File: config.mk
export PLATFORM = sky130hd
export DESIGN_NAME = i2m_top
export DESIGN_NICKNAME = d
export VERILOG_FILES = /design/src/include/i2m_pkg.sv /design/src/hdl/i2m_top.sv /design/src/hdl/i2m_tick.sv
export SDC_FILE = /design/constraint.sdc
export NUM_CORES = 1
export LEC_CHECK = 0
export ABC_CLOCK_PERIOD_IN_PS = 3110
export BUFFER_PORTS_ARGS = -buffer_cell sky130_fd_sc_hd__buf_4
export CAP_MARGIN = 10
export CORE_ASPECT_RATIO = 2
export CORE_MARGIN = 5
export CORE_UTILIZATION = 40
export CTS_BUF_LIST = sky130_fd_sc_hd__clkbuf_4 sky130_fd_sc_hd__clkbuf_8
export DETAILED_ROUTE_END_ITERATION = 7
export GPL_TIMING_DRIVEN = 1
export PLACE_DENSITY = 0.65
export SLEW_MARGIN = 0
export SYNTH_ARGS = -nofsm -noshare
export SYNTH_HDL_FRONTEND = slang
export SYNTH_SLANG_ARGS = --single-unit
export TNS_END_PERCENT = 30
File: constraint.sdc
create_clock -name CLK -period 3.11 [get_ports CLK]
set_input_delay 0.4665 -clock CLK [delete_from_list [all_inputs] [get_ports CLK]]
set_output_delay 0.4665 -clock CLK [all_outputs]
set_load 0.02 [all_outputs]
File: src/include/i2m_pkg.sv
package i2m_pkg;

	// register offsets, byte addresses on the plain port
	localparam logic [3:0] OFS_MASTER_CTRL  = 4'h4;
	localparam logic [3:0] OFS_MASTER_STATE = 4'h5;
	localparam logic [3:0] OFS_TARGET       = 4'h7;
	localparam logic [3:0] OFS_SHIFT        = 4'h8;
	localparam logic [3:0] OFS_SCFG_A       = 4'h9;
	localparam logic [3:0] OFS_SCFG_B       = 4'hA;
	localparam logic [3:0] OFS_SSTATE       = 4'hB;
	localparam logic [3:0] OFS_SOWN         = 4'hC;

	// master_ctrl and master_state_reg field positions
	localparam int MC_ACK     = 2;
	localparam int MS_READ    = 7;
	localparam int MS_WRITE   = 6;
	localparam int MS_STRETCH = 5;
	localparam int MS_RXACK   = 4;
	localparam int MS_ARB     = 3;
	localparam int MS_FAULT   = 2;

	// slave_config_a, slave_config_b and slave_state_reg fields
	localparam int SA_BYTE_IE  = 7;
	localparam int SA_MATCH_IE = 6;
	localparam int SA_HALT_EN  = 5;
	localparam int SA_ANY      = 2;
	localparam int SA_AUTO     = 1;
	localparam int SA_ENABLE   = 0;
	localparam int SB_ACK      = 2;
	localparam int SS_BYTE     = 7;
	localparam int SS_MATCH    = 6;
	localparam int SS_CAUSE    = 0;
	localparam logic [7:0] SA_MASK = 8'hE7;

	// line_condition_field codes
	localparam logic [1:0] LINE_UNKNOWN = 2'h0;
	localparam logic [1:0] LINE_IDLE    = 2'h1;
	localparam logic [1:0] LINE_OWNER   = 2'h2;
	localparam logic [1:0] LINE_BUSY    = 2'h3;

	// bus timing: quarter of an scl period
	localparam int CLK_PERIOD_NS  = 50;
	localparam int SCL_QUARTER_NS = 2500;
	localparam logic [5:0] QUARTER_CYC =
		6'((SCL_QUARTER_NS + CLK_PERIOD_NS - 1) / CLK_PERIOD_NS);

	localparam logic [2:0] BIT_LAST  = 3'h0;
	localparam logic [2:0] BIT_FIRST = 3'h7;

	typedef enum logic [6:0] {
		ST_IDLE   = 7'h01,
		ST_WAIT   = 7'h02,
		ST_START  = 7'h04,
		ST_SHIFT  = 7'h08,
		ST_ACKIN  = 7'h10,
		ST_ACKOUT = 7'h20,
		ST_HOLD   = 7'h40
	} i2m_mst_t;

	typedef struct packed {
		i2m_mst_t   state;
		logic [1:0] phase;
		logic [2:0] bitcnt;
		logic [7:0] target;
		logic [7:0] shreg;
		logic       ack_choice;
		logic       read_flag;
		logic       write_flag;
		logic       stretch;
		logic       rx_ack;
		logic       arb_lost;
		logic       fault;
		logic [1:0] line;
		logic       cur_rx;
		logic       addr_phase;
		logic       last_read;
		logic       then_rep;
		logic       lost_now;
		logic       scl_low;
		logic       sda_low;
		logic       scl_q;
		logic       sda_q;
		logic [7:0] cfg_a;
		logic [7:0] own;
		logic       s_ack;
		logic       s_byte;
		logic       s_match;
		logic       s_cause;
		logic       s_resume;
		logic [7:0] rdata;
	} i2m_state_t;

	localparam i2m_state_t I2M_RESET = '{state: ST_IDLE, scl_q: 1'b1,
		sda_q: 1'b1, default: '0};

endpackage

File: src/hdl/i2m_top.sv
// Strobed register access was left to the implementer.
`timescale 1ns/100ps
module i2m_top
	import i2m_pkg::*;
(
	input  wire logic       CLK,
	input  wire logic       RESET_N,
	input  wire logic       CE,
	input  wire logic [3:0] ADDR,
	input  wire logic [7:0] WDATA,
	input  wire logic       WR,
	input  wire logic       RD,
	output logic      [7:0] RDATA,
	input  wire logic       SCL_I,
	output logic            SCL_O,
	output logic            SCL_OE,
	input  wire logic       SDA_I,
	output logic            SDA_O,
	output logic            SDA_OE,
	input  wire logic       GIE,
	input  wire logic       SLV_ADDR_STB,
	input  wire logic [7:0] SLV_ADDR_BYTE,
	input  wire logic       SLV_BYTE_STB,
	input  wire logic       SLV_DATA_ACCESS,
	output logic            SLV_ENABLED,
	output logic            SLV_ACK_CHOICE,
	output logic            SLV_RESUME,
	output logic            SLV_DATA_IRQ,
	output logic            SLV_MATCH_IRQ
);

	i2m_state_t st;
	i2m_state_t n;
	logic       tick;
	logic       run;
	logic       adv;
	logic       start_seen;
	logic       stop_seen;
	logic       drives_bus;
	logic       s_en;
	logic       addr_hit;

	// quarter-bit timer only runs while the engine moves bits
	assign run = (st.state == ST_START) || (st.state == ST_SHIFT)
		|| (st.state == ST_ACKIN) || (st.state == ST_ACKOUT);

	i2m_tick u_tick (
		.CLK     (CLK),
		.RESET_N (RESET_N),
		.CE      (CE),
		.RUN     (run),
		.TICK    (tick)
	);

	// phase 2 waits for scl really high, so a stretching slave stalls us
	assign adv = tick && !(st.phase == 2'h2 && !SCL_I);

	// line events from the previous pin sample
	assign start_seen = st.scl_q && SCL_I && st.sda_q && !SDA_I;
	assign stop_seen  = st.scl_q && SCL_I && !st.sda_q && SDA_I;
	assign drives_bus = (st.state == ST_SHIFT) || (st.state == ST_ACKIN)
		|| (st.state == ST_ACKOUT);
	assign s_en = st.cfg_a[SA_ENABLE];
	assign addr_hit = st.cfg_a[SA_ANY]
		|| (SLV_ADDR_BYTE[7:1] == st.own[7:1]);

	// next state: bus monitor, register port, slave flags, master engine
	always_comb begin
		n = st;
		n.s_resume = 1'b0;
		n.scl_q = SCL_I;
		n.sda_q = SDA_I;

		// line condition tracking from observed start and stop
		if (start_seen && st.state != ST_START && st.line != LINE_OWNER
			&& st.line != LINE_UNKNOWN) begin
			n.line = LINE_BUSY;
		end
		if (stop_seen) begin
			n.line = LINE_IDLE;
		end
		// our own edges on sda only move while scl is low, so any
		// start or stop seen while we shift is someone else's fault
		if ((start_seen || stop_seen) && drives_bus) begin
			n.fault = 1'b1;
			n.lost_now = 1'b1;
			n.line = LINE_BUSY;
		end

		// register writes
		if (WR) begin
			case (ADDR)
				OFS_MASTER_CTRL: begin
					n.ack_choice = WDATA[MC_ACK];
				end
				OFS_MASTER_STATE: begin
					if (WDATA[MS_READ]) n.read_flag = 1'b0;
					if (WDATA[MS_WRITE]) n.write_flag = 1'b0;
					if (WDATA[MS_STRETCH]) n.stretch = 1'b0;
					if (WDATA[MS_ARB]) n.arb_lost = 1'b0;
					if (WDATA[MS_FAULT]) n.fault = 1'b0;
					// only idle can be forced; other codes are ignored
					if (WDATA[1:0] == LINE_IDLE) n.line = LINE_IDLE;
				end
				OFS_TARGET: begin
					n.target = WDATA;
					n.read_flag = 1'b0;
					n.write_flag = 1'b0;
					n.arb_lost = 1'b0;
					n.fault = 1'b0;
					if (st.line == LINE_UNKNOWN) begin
						n.write_flag = 1'b1;
						n.fault = 1'b1;
					end else if (st.state == ST_IDLE
						|| st.state == ST_HOLD || st.state == ST_WAIT) begin
						n.stretch = 1'b0;
						n.addr_phase = 1'b1;
						n.lost_now = 1'b0;
						n.phase = 2'h0;
						if (st.line == LINE_OWNER) begin
							if (st.last_read && st.state == ST_HOLD) begin
								n.state = ST_ACKOUT;
								n.then_rep = 1'b1;
							end else begin
								n.state = ST_START;
							end
						end else if (st.line == LINE_IDLE) begin
							n.state = ST_START;
						end else begin
							n.state = ST_WAIT;
						end
					end
				end
				OFS_SHIFT: begin
					// the shifter is the data register, so no write mid-byte
					if (st.state == ST_IDLE || st.state == ST_HOLD) begin
						n.shreg = WDATA;
					end
					if (st.state == ST_HOLD) begin
						n.read_flag = 1'b0;
						n.write_flag = 1'b0;
						n.stretch = 1'b0;
						n.state = ST_SHIFT;
						n.phase = 2'h0;
						n.bitcnt = BIT_FIRST;
						n.cur_rx = 1'b0;
						n.addr_phase = 1'b0;
						n.lost_now = 1'b0;
					end
				end
				OFS_SCFG_A: begin
					n.cfg_a = WDATA & SA_MASK;
				end
				OFS_SCFG_B: begin
					n.s_ack = WDATA[SB_ACK];
					if (WDATA[1:0] != 2'h0 && s_en) begin
						n.s_byte = 1'b0;
						n.s_match = 1'b0;
						n.s_resume = 1'b1;
					end
				end
				OFS_SSTATE: begin
					if (WDATA[SS_BYTE]) n.s_byte = 1'b0;
					if (WDATA[SS_MATCH]) n.s_match = 1'b0;
				end
				OFS_SOWN: begin
					n.own = WDATA;
				end
				default: begin
				end
			endcase
		end

		// register reads; only the shift register read has a side effect
		if (RD) begin
			case (ADDR)
				OFS_MASTER_CTRL:  n.rdata = {5'h00, st.ack_choice, 2'h0};
				OFS_MASTER_STATE: n.rdata = {st.read_flag, st.write_flag,
					st.stretch, st.rx_ack, st.arb_lost, st.fault, st.line};
				OFS_TARGET:       n.rdata = st.target;
				OFS_SHIFT:        n.rdata = st.shreg;
				OFS_SCFG_A:       n.rdata = st.cfg_a;
				OFS_SCFG_B:       n.rdata = {5'h00, st.s_ack, 2'h0};
				OFS_SSTATE:       n.rdata = {st.s_byte, st.s_match, 5'h00,
					st.s_cause};
				OFS_SOWN:         n.rdata = st.own;
				default:          n.rdata = 8'h00;
			endcase
			if (ADDR == OFS_SHIFT && st.state == ST_HOLD && st.last_read) begin
				n.read_flag = 1'b0;
				n.write_flag = 1'b0;
				n.stretch = 1'b0;
				n.state = ST_ACKOUT;
				n.then_rep = 1'b0;
				n.phase = 2'h0;
				n.lost_now = 1'b0;
			end
		end

		// slave flags: clears above, sets below so a set in the same cycle wins
		if (SLV_DATA_ACCESS && s_en && st.cfg_a[SA_AUTO]) begin
			n.s_byte = 1'b0;
			n.s_match = 1'b0;
			n.s_resume = 1'b1;
		end
		if (s_en) begin
			if (SLV_BYTE_STB) n.s_byte = 1'b1;
			if (SLV_ADDR_STB && addr_hit) begin
				n.s_match = 1'b1;
				n.s_cause = 1'b0;
			end
			if (stop_seen && st.cfg_a[SA_HALT_EN]) begin
				n.s_match = 1'b1;
				n.s_cause = 1'b1;
			end
		end

		// master engine; each bit is four quarters, scl low in 0 and 1
		unique case (st.state)
			ST_IDLE, ST_HOLD: begin
			end
			ST_WAIT: begin
				if (st.line == LINE_IDLE) begin
					n.state = ST_START;
					n.phase = 2'h0;
				end
			end
			ST_START: begin
				if (adv) begin
					n.phase = 2'(st.phase + 2'h1);
					case (st.phase)
						2'h0: n.sda_low = 1'b0;
						2'h1: n.scl_low = 1'b0;
						2'h2: begin
							if (!SDA_I) begin
								// someone else holds sda: start lost
								n.arb_lost = 1'b1;
								n.write_flag = 1'b1;
								n.line = LINE_BUSY;
								n.state = ST_IDLE;
							end else begin
								n.sda_low = 1'b1;
							end
						end
						default: begin
							n.scl_low = 1'b1;
							n.state = ST_SHIFT;
							n.shreg = st.target;
							n.bitcnt = BIT_FIRST;
							n.cur_rx = 1'b0;
							n.line = LINE_OWNER;
						end
					endcase
				end
			end
			ST_SHIFT: begin
				if (adv) begin
					n.phase = 2'(st.phase + 2'h1);
					case (st.phase)
						2'h0: n.sda_low = !st.cur_rx && !st.lost_now
							&& !st.shreg[7];
						2'h1: n.scl_low = 1'b0;
						2'h2: begin
							n.shreg = {st.shreg[6:0], SDA_I};
							if (!st.cur_rx && !st.sda_low && !SDA_I
								&& !st.lost_now) begin
								n.lost_now = 1'b1;
								n.arb_lost = 1'b1;
								n.line = LINE_BUSY;
							end
						end
						default: begin
							n.scl_low = 1'b1;
							n.bitcnt = st.bitcnt - 3'h1;
							if (st.bitcnt == BIT_LAST) begin
								n.sda_low = 1'b0;
								if (!st.cur_rx) begin
									n.state = ST_ACKIN;
								end else begin
									n.last_read = 1'b1;
									n.read_flag = !st.lost_now;
									n.write_flag = st.lost_now;
									n.stretch = !st.lost_now;
									n.scl_low = !st.lost_now;
									n.state = st.lost_now ? ST_IDLE
										: ST_HOLD;
								end
							end
						end
					endcase
				end
			end
			ST_ACKIN: begin
				if (adv) begin
					n.phase = 2'(st.phase + 2'h1);
					case (st.phase)
						2'h0: n.sda_low = 1'b0;
						2'h1: n.scl_low = 1'b0;
						2'h2: n.rx_ack = SDA_I;
						default: begin
							n.scl_low = 1'b1;
							if (st.addr_phase && st.target[0]
								&& !st.rx_ack && !st.lost_now) begin
								n.state = ST_SHIFT;
								n.cur_rx = 1'b1;
								n.bitcnt = BIT_FIRST;
								n.addr_phase = 1'b0;
							end else begin
								n.write_flag = 1'b1;
								n.last_read = 1'b0;
								n.addr_phase = 1'b0;
								n.stretch = !st.lost_now;
								n.scl_low = !st.lost_now;
								n.state = st.lost_now ? ST_IDLE : ST_HOLD;
							end
						end
					endcase
				end
			end
			ST_ACKOUT: begin
				if (adv) begin
					n.phase = 2'(st.phase + 2'h1);
					case (st.phase)
						2'h0: n.sda_low = !st.ack_choice;
						2'h1: n.scl_low = 1'b0;
						2'h2: begin
							if (st.ack_choice && !SDA_I) begin
								n.lost_now = 1'b1;
								n.arb_lost = 1'b1;
								n.line = LINE_BUSY;
							end
						end
						default: begin
							n.scl_low = 1'b1;
							n.sda_low = 1'b0;
							if (st.lost_now) begin
								n.write_flag = 1'b1;
								n.scl_low = 1'b0;
								n.state = ST_IDLE;
							end else if (st.then_rep) begin
								n.state = ST_START;
							end else begin
								n.state = ST_SHIFT;
								n.cur_rx = 1'b1;
								n.bitcnt = BIT_FIRST;
							end
						end
					endcase
				end
			end
		endcase
	end

	// all block state except the quarter timer count in u_tick lives in one register
	always_ff @(posedge CLK) begin
		if (!RESET_N) begin
			st <= I2M_RESET;
		end else if (CE) begin
			st <= n;
		end
	end

	// open-drain pins: only ever pull low, the bench resolves the wire
	assign SCL_O = 1'b0;
	assign SDA_O = 1'b0;
	assign SCL_OE = st.scl_low;
	assign SDA_OE = st.sda_low;
	assign RDATA = st.rdata;
	assign SLV_ENABLED = s_en;
	assign SLV_ACK_CHOICE = st.s_ack;
	assign SLV_RESUME = st.s_resume;
	// requests are gated by the cpu global enable as well
	assign SLV_DATA_IRQ = s_en && st.cfg_a[SA_BYTE_IE] && st.s_byte
		&& GIE;
	assign SLV_MATCH_IRQ = s_en && st.cfg_a[SA_MATCH_IE] && st.s_match
		&& GIE;

endmodule

File: src/hdl/i2m_tick.sv
`timescale 1ns/100ps
module i2m_tick
	import i2m_pkg::*;
(
	input  wire logic CLK,
	input  wire logic RESET_N,
	input  wire logic CE,
	input  wire logic RUN,
	output logic      TICK
);

	logic [5:0] count;

	// restart from zero whenever the engine stops, so each op starts aligned
	always_ff @(posedge CLK) begin
		if (!RESET_N) begin
			count <= 6'h00;
		end else if (CE) begin
			if (!RUN || count == QUARTER_CYC - 6'h01) begin
				count <= 6'h00;
			end else begin
				count <= count + 6'h01;
			end
		end
	end

	assign TICK = RUN && CE && (count == QUARTER_CYC - 6'h01);

endmodule

==> run summary <==
The flow ran to the end, and the final reports show no timing, DRC or antenna violations. Setup repair after global routing left no endpoint under its margin. The signal on the critical path passes through inv_1, ha_1, nor2b_1, or4_1, a21o_1, nor2_1, buf_4, a221oi_1, a21oi_1. The pre-antenna-repair detailed-routing pass consisted of 5 iterations. For this run, design rule violations remaining after detail routing come to 0. The first-pass GRT wire length was 27.74 mm; the transition time at the pin with the least slew margin was 887.9 ps.

The average instance in the mapped netlist occupies 7.814 sq um. The CTS clock-pin slew for the worst setup and hold paths is 90 ps, and the average routed wire per standard cell is 21.81 microns. Setup violations remaining at the end of the flow were counted as 0.

In this run, distinct cell masters in the synthesized netlist total 71. The path type of the worst setup path is reg2reg. In this run, post-CTS repair resized a total of 0 instances. The number of flops mapped to enable cells by yosys was 0; the total standard cell area after synthesis was 0.005032 sq mm.

Type of the most critical hold path: in2reg. The sequential-to-total area share from yosys stat is 0.3143, and the reported max-cap violation count is 0. In the synthesized netlist, the number of instances is 644. The maximum clock frequency is 364.0 MHz, and the setup clock skew after layout is 10.09 ps. In this run the cell area measured after placement is 0.005449 sq mm.

Overall overflow remaining after global route: 0. The number of antenna violations at the first check in global routing is 0. In the final timing run, aggregate negative setup slack is 0 ps.

The logs give 0.114 for the part of the power in combinational logic and 0 for the hold-fix buffer count after cts. Largest fanout of any net on the critical path: 12. Yosys attributes the largest share of cell area to dfxtp_1 (31%), mux2i_1 (6.6%), a21oi_1 (5.5%), nor2_1 (5.2%), o21ai_0 (4.9%). In this run the number of H-tree levels came out at 3.

The clock buffer count from CTS came out at 9. For this block, the via count after detailed routing is 5242. The tools report the leakage power total as 0.002069 uW.

The number of hold-slack violations in the final timing report was 0. The chip width was 89.31 microns. On the critical path, the stage with the largest delay is an instance of or4_1. In the final design database the tool counted 711 nets.

The async set-or-reset flop fraction in the synthesized netlist is 0, and the delay contributed by the slowest stage of the critical path is 620 ps. Port buffering added 44 buffers. The clock sink count was 79.

The net switching power is 624.0 uW. The worst path in the final design needs a cycle of 2747 ps, including I/O delays and setup. The part of the cycle the worst path needs was 0.8834; the global placer's final weighted congestion was 1.027. The final layout contains routed wiring with a total length of 17.95 mm. The data arrival time of the critical path is 3050 ps, and the share of final-layout standard cells stronger than drive strength 1 is 0.1426. The total power density per cell area is 389.9 mW/mm^2, and the clock insertion delay at the later pin of the skew report is 370 ps.

The final number of max-transition violations was 0; the number of storage elements in the synthesis netlist was 79. Clock tree synthesis selected as its root buffer the cell clkbuf_8. The clock passes through at most 2 buffers. The tools report the warning count from the yosys run as 0. Cell internal power was estimated by the tool at 1589 uW. The part of the power in registers is 0.476, and the half-perimeter wire length after detailed placement is 13.47 mm. The area fraction of the dominant cell type after synthesis was 0.3143. The floorplan step defined a die boundary enclosing 0.01506 sq mm. TritonCTS built the clock tree. The total number of placement rows was 58; the number of inserted filler cells in the final layout was 1264. The die is 168.6 microns tall. The finished cells cover 0.005675 sq mm.

The number of I/O pins is 48, and the via-per-instance ratio is 6.369. The run gives 0.410 as the share of total power in the clock network. Commonest register cell after synthesis: dfxtp_1. After clock tree synthesis, the setup repair step added 0 buffers. The run gives 0.2406 as the total routing resource utilization after global routing. For the normalized max-slew margin, the log shows 0.4035. Entering global routing, the biggest net connects 52 pins. In this run the standard cell core region covers 0.01248 sq mm. For the number of global-route vias before repair, the log shows 5156. The detailed router finished its first iteration with 366 violations. STA classifies the critical path endpoint as a register. Effective utilization at floorplan: 0.4032. Leading area contributor after synthesis: dfxtp_1.

The type of origin of the critical path is a register. The count of nets left with antenna violations once routing finished came out at 0. The cell family contributing the most delay on the critical path is simple AND/OR/NAND/NOR gates.

The number of antenna cells inserted was 0. The largest vdd supply drop was 348.7 uV. The endpoint required time on the critical path is 3410 ps. The share of total power consumed by net switching was 0.2820.

The critical path contains buffers and inverters numbering 2 combined. Layout-stage area growth over the synthesis result: 12.78%.
==> worst reg2reg max path, delay by kind of cell (launching register included) <==
kind	cells	cell delay (ps)
compound gates	3	650
fa+ha+maj	1	340
buf+inv	2	290
flops	1	440
simple gates	3	970
==> synth_stat cells (6+ instances only) <==
| master | count |
|---|---|
| dfxtp_1 | 79 |
| nor2_1 | 70 |
| nand2_1 | 62 |
| a21oi_1 | 55 |
| o21ai_0 | 49 |
| mux2i_1 | 33 |
| clkbuf_1 | 28 |
| a31oi_1 | 14 |
| nand3_1 | 14 |
| inv_1 | 13 |
| ha_1 | 12 |
| nand2b_1 | 12 |
| nor3_1 | 12 |
| buf_4 | 11 |
| a22oi_1 | 10 |
| a221oi_1 | 9 |
| nand4_1 | 8 |
| nor2b_1 | 8 |
| xnor2_1 | 8 |
| and3_1 | 7 |
| o22ai_1 | 7 |
| xor2_1 | 7 |
| buf_2 | 6 |
| mux2_2 | 6 |
| o211ai_1 | 6 |
==> flip-flops by register name (all words and copies together), names as in the netlist <==
register / cells
SCL_OE: 1
RDATA: 8
SLV_ENABLED: 1
st: 60
u_tick.count: 6
SLV_ACK_CHOICE: 1
SDA_OE: 1
SLV_RESUME: 1
==> layout by cell type, fill, tap and decap left out, types with 5 or more instances in the layout <==
master,n
xor2_1,7
o31ai_1,5
dfxtp_1,79
and3_1,7
o211ai_1,6
nand2_1,62
o21a_1,5
mux2_2,6
mux2i_1,33
nor2_1,70
ha_1,12
nand2b_1,12
a31oi_1,14
nand3_1,14
or4_1,5
a22oi_1,10
xnor2_1,8
inv_1,13
a221oi_1,9
nand4_1,8
nor2b_1,8
o21ai_0,49
nor3_1,12
a21oi_1,55
buf_4,63
o22ai_1,7
clkbuf_8,9
==> worst paths after layout <==
check                       from                  end  cells past startpoint  slack, ps
max reg2reg  st[66]$_SDFFE_PN0P_  st[54]$_SDFFE_PN0P_                      9        360
min reg2reg   st[9]$_SDFFE_PN0P_   st[9]$_SDFFE_PN0P_                      2        470
min                        SCL_I  st[30]$_SDFFE_PN1P_                      3        350
max          st[66]$_SDFFE_PN0P_  st[54]$_SDFFE_PN0P_                      9        360
==> power by group through the flow <==
stage | sequential [uW] | combinational [uW] | clock (uW)
3_5_place_dp | 1080 | 248 | 0
6_report | 1050 | 253 | 907
2_1_floorplan | 1060 | 153 | 0
5_1_grt | 1050 | 272 | 965
4_1_cts | 1050 | 249 | 920
3_3_place_gp | 1070 | 245 | 0
==> routing by layer <==
metal,vias up,routed length [microns],global-route usage
met1,2458,5960,0.2427
met5,-,0,0
met3,89,1167,0.03945
met4,0,1624,0.1886
li1,2404,-,-
met2,291,9199,0.4179
==> layout make-up <==
| type | instances | area (sq um) | share of cell area |
|---|---|---|---|
| clock buffers | 9 | 123.9 | 0.02183 |
| flip-flops and latches | 79 | 1582 | 0.2787 |
| inverters | 14 | 52.55 | 0.009259 |
| well taps | 150 | 187.7 | 0.03307 |
| repair buffers | 63 | 473.0 | 0.08333 |
| multi-input cells | 501 | 3154 | 0.5558 |
| clock inverters | 7 | 102.6 | 0.01808 |
==> per-stage QoR <==
step | setup WS [ps] | util | total power (uW) | hold slack, ps | std cells
2_1_floorplan | 717.5 | - | 1216 | 435.9 | 645
3_3_place_gp | 483.1 | 0.4365 | 1319 | 451.0 | 807
3_5_place_dp | 428.5 | 0.4365 | 1323 | 459.7 | 807
4_1_cts | 399.7 | 0.4547 | 2220 | 350.7 | 823
5_1_grt | 171.4 | 0.4547 | 2292 | 365.1 | 823
6_report | 362.5 | 0.4547 | 2213 | 346.8 | 823
==> logic make-up (layout without fill, tap and decap cells) <==
group,count (synthesis),count (layout),share of synthesized area
mux,39,39,0.07906
compound gates,204,204,0.2626
xor+xnor,15,15,0.02611
other cells,1,2,0.0007452
simple gates,229,229,0.2277
fa+ha+maj,12,12,0.02984
buf+inv,65,93,0.05967
flops,79,79,0.3143
Power figures use the tool's default switching activity.
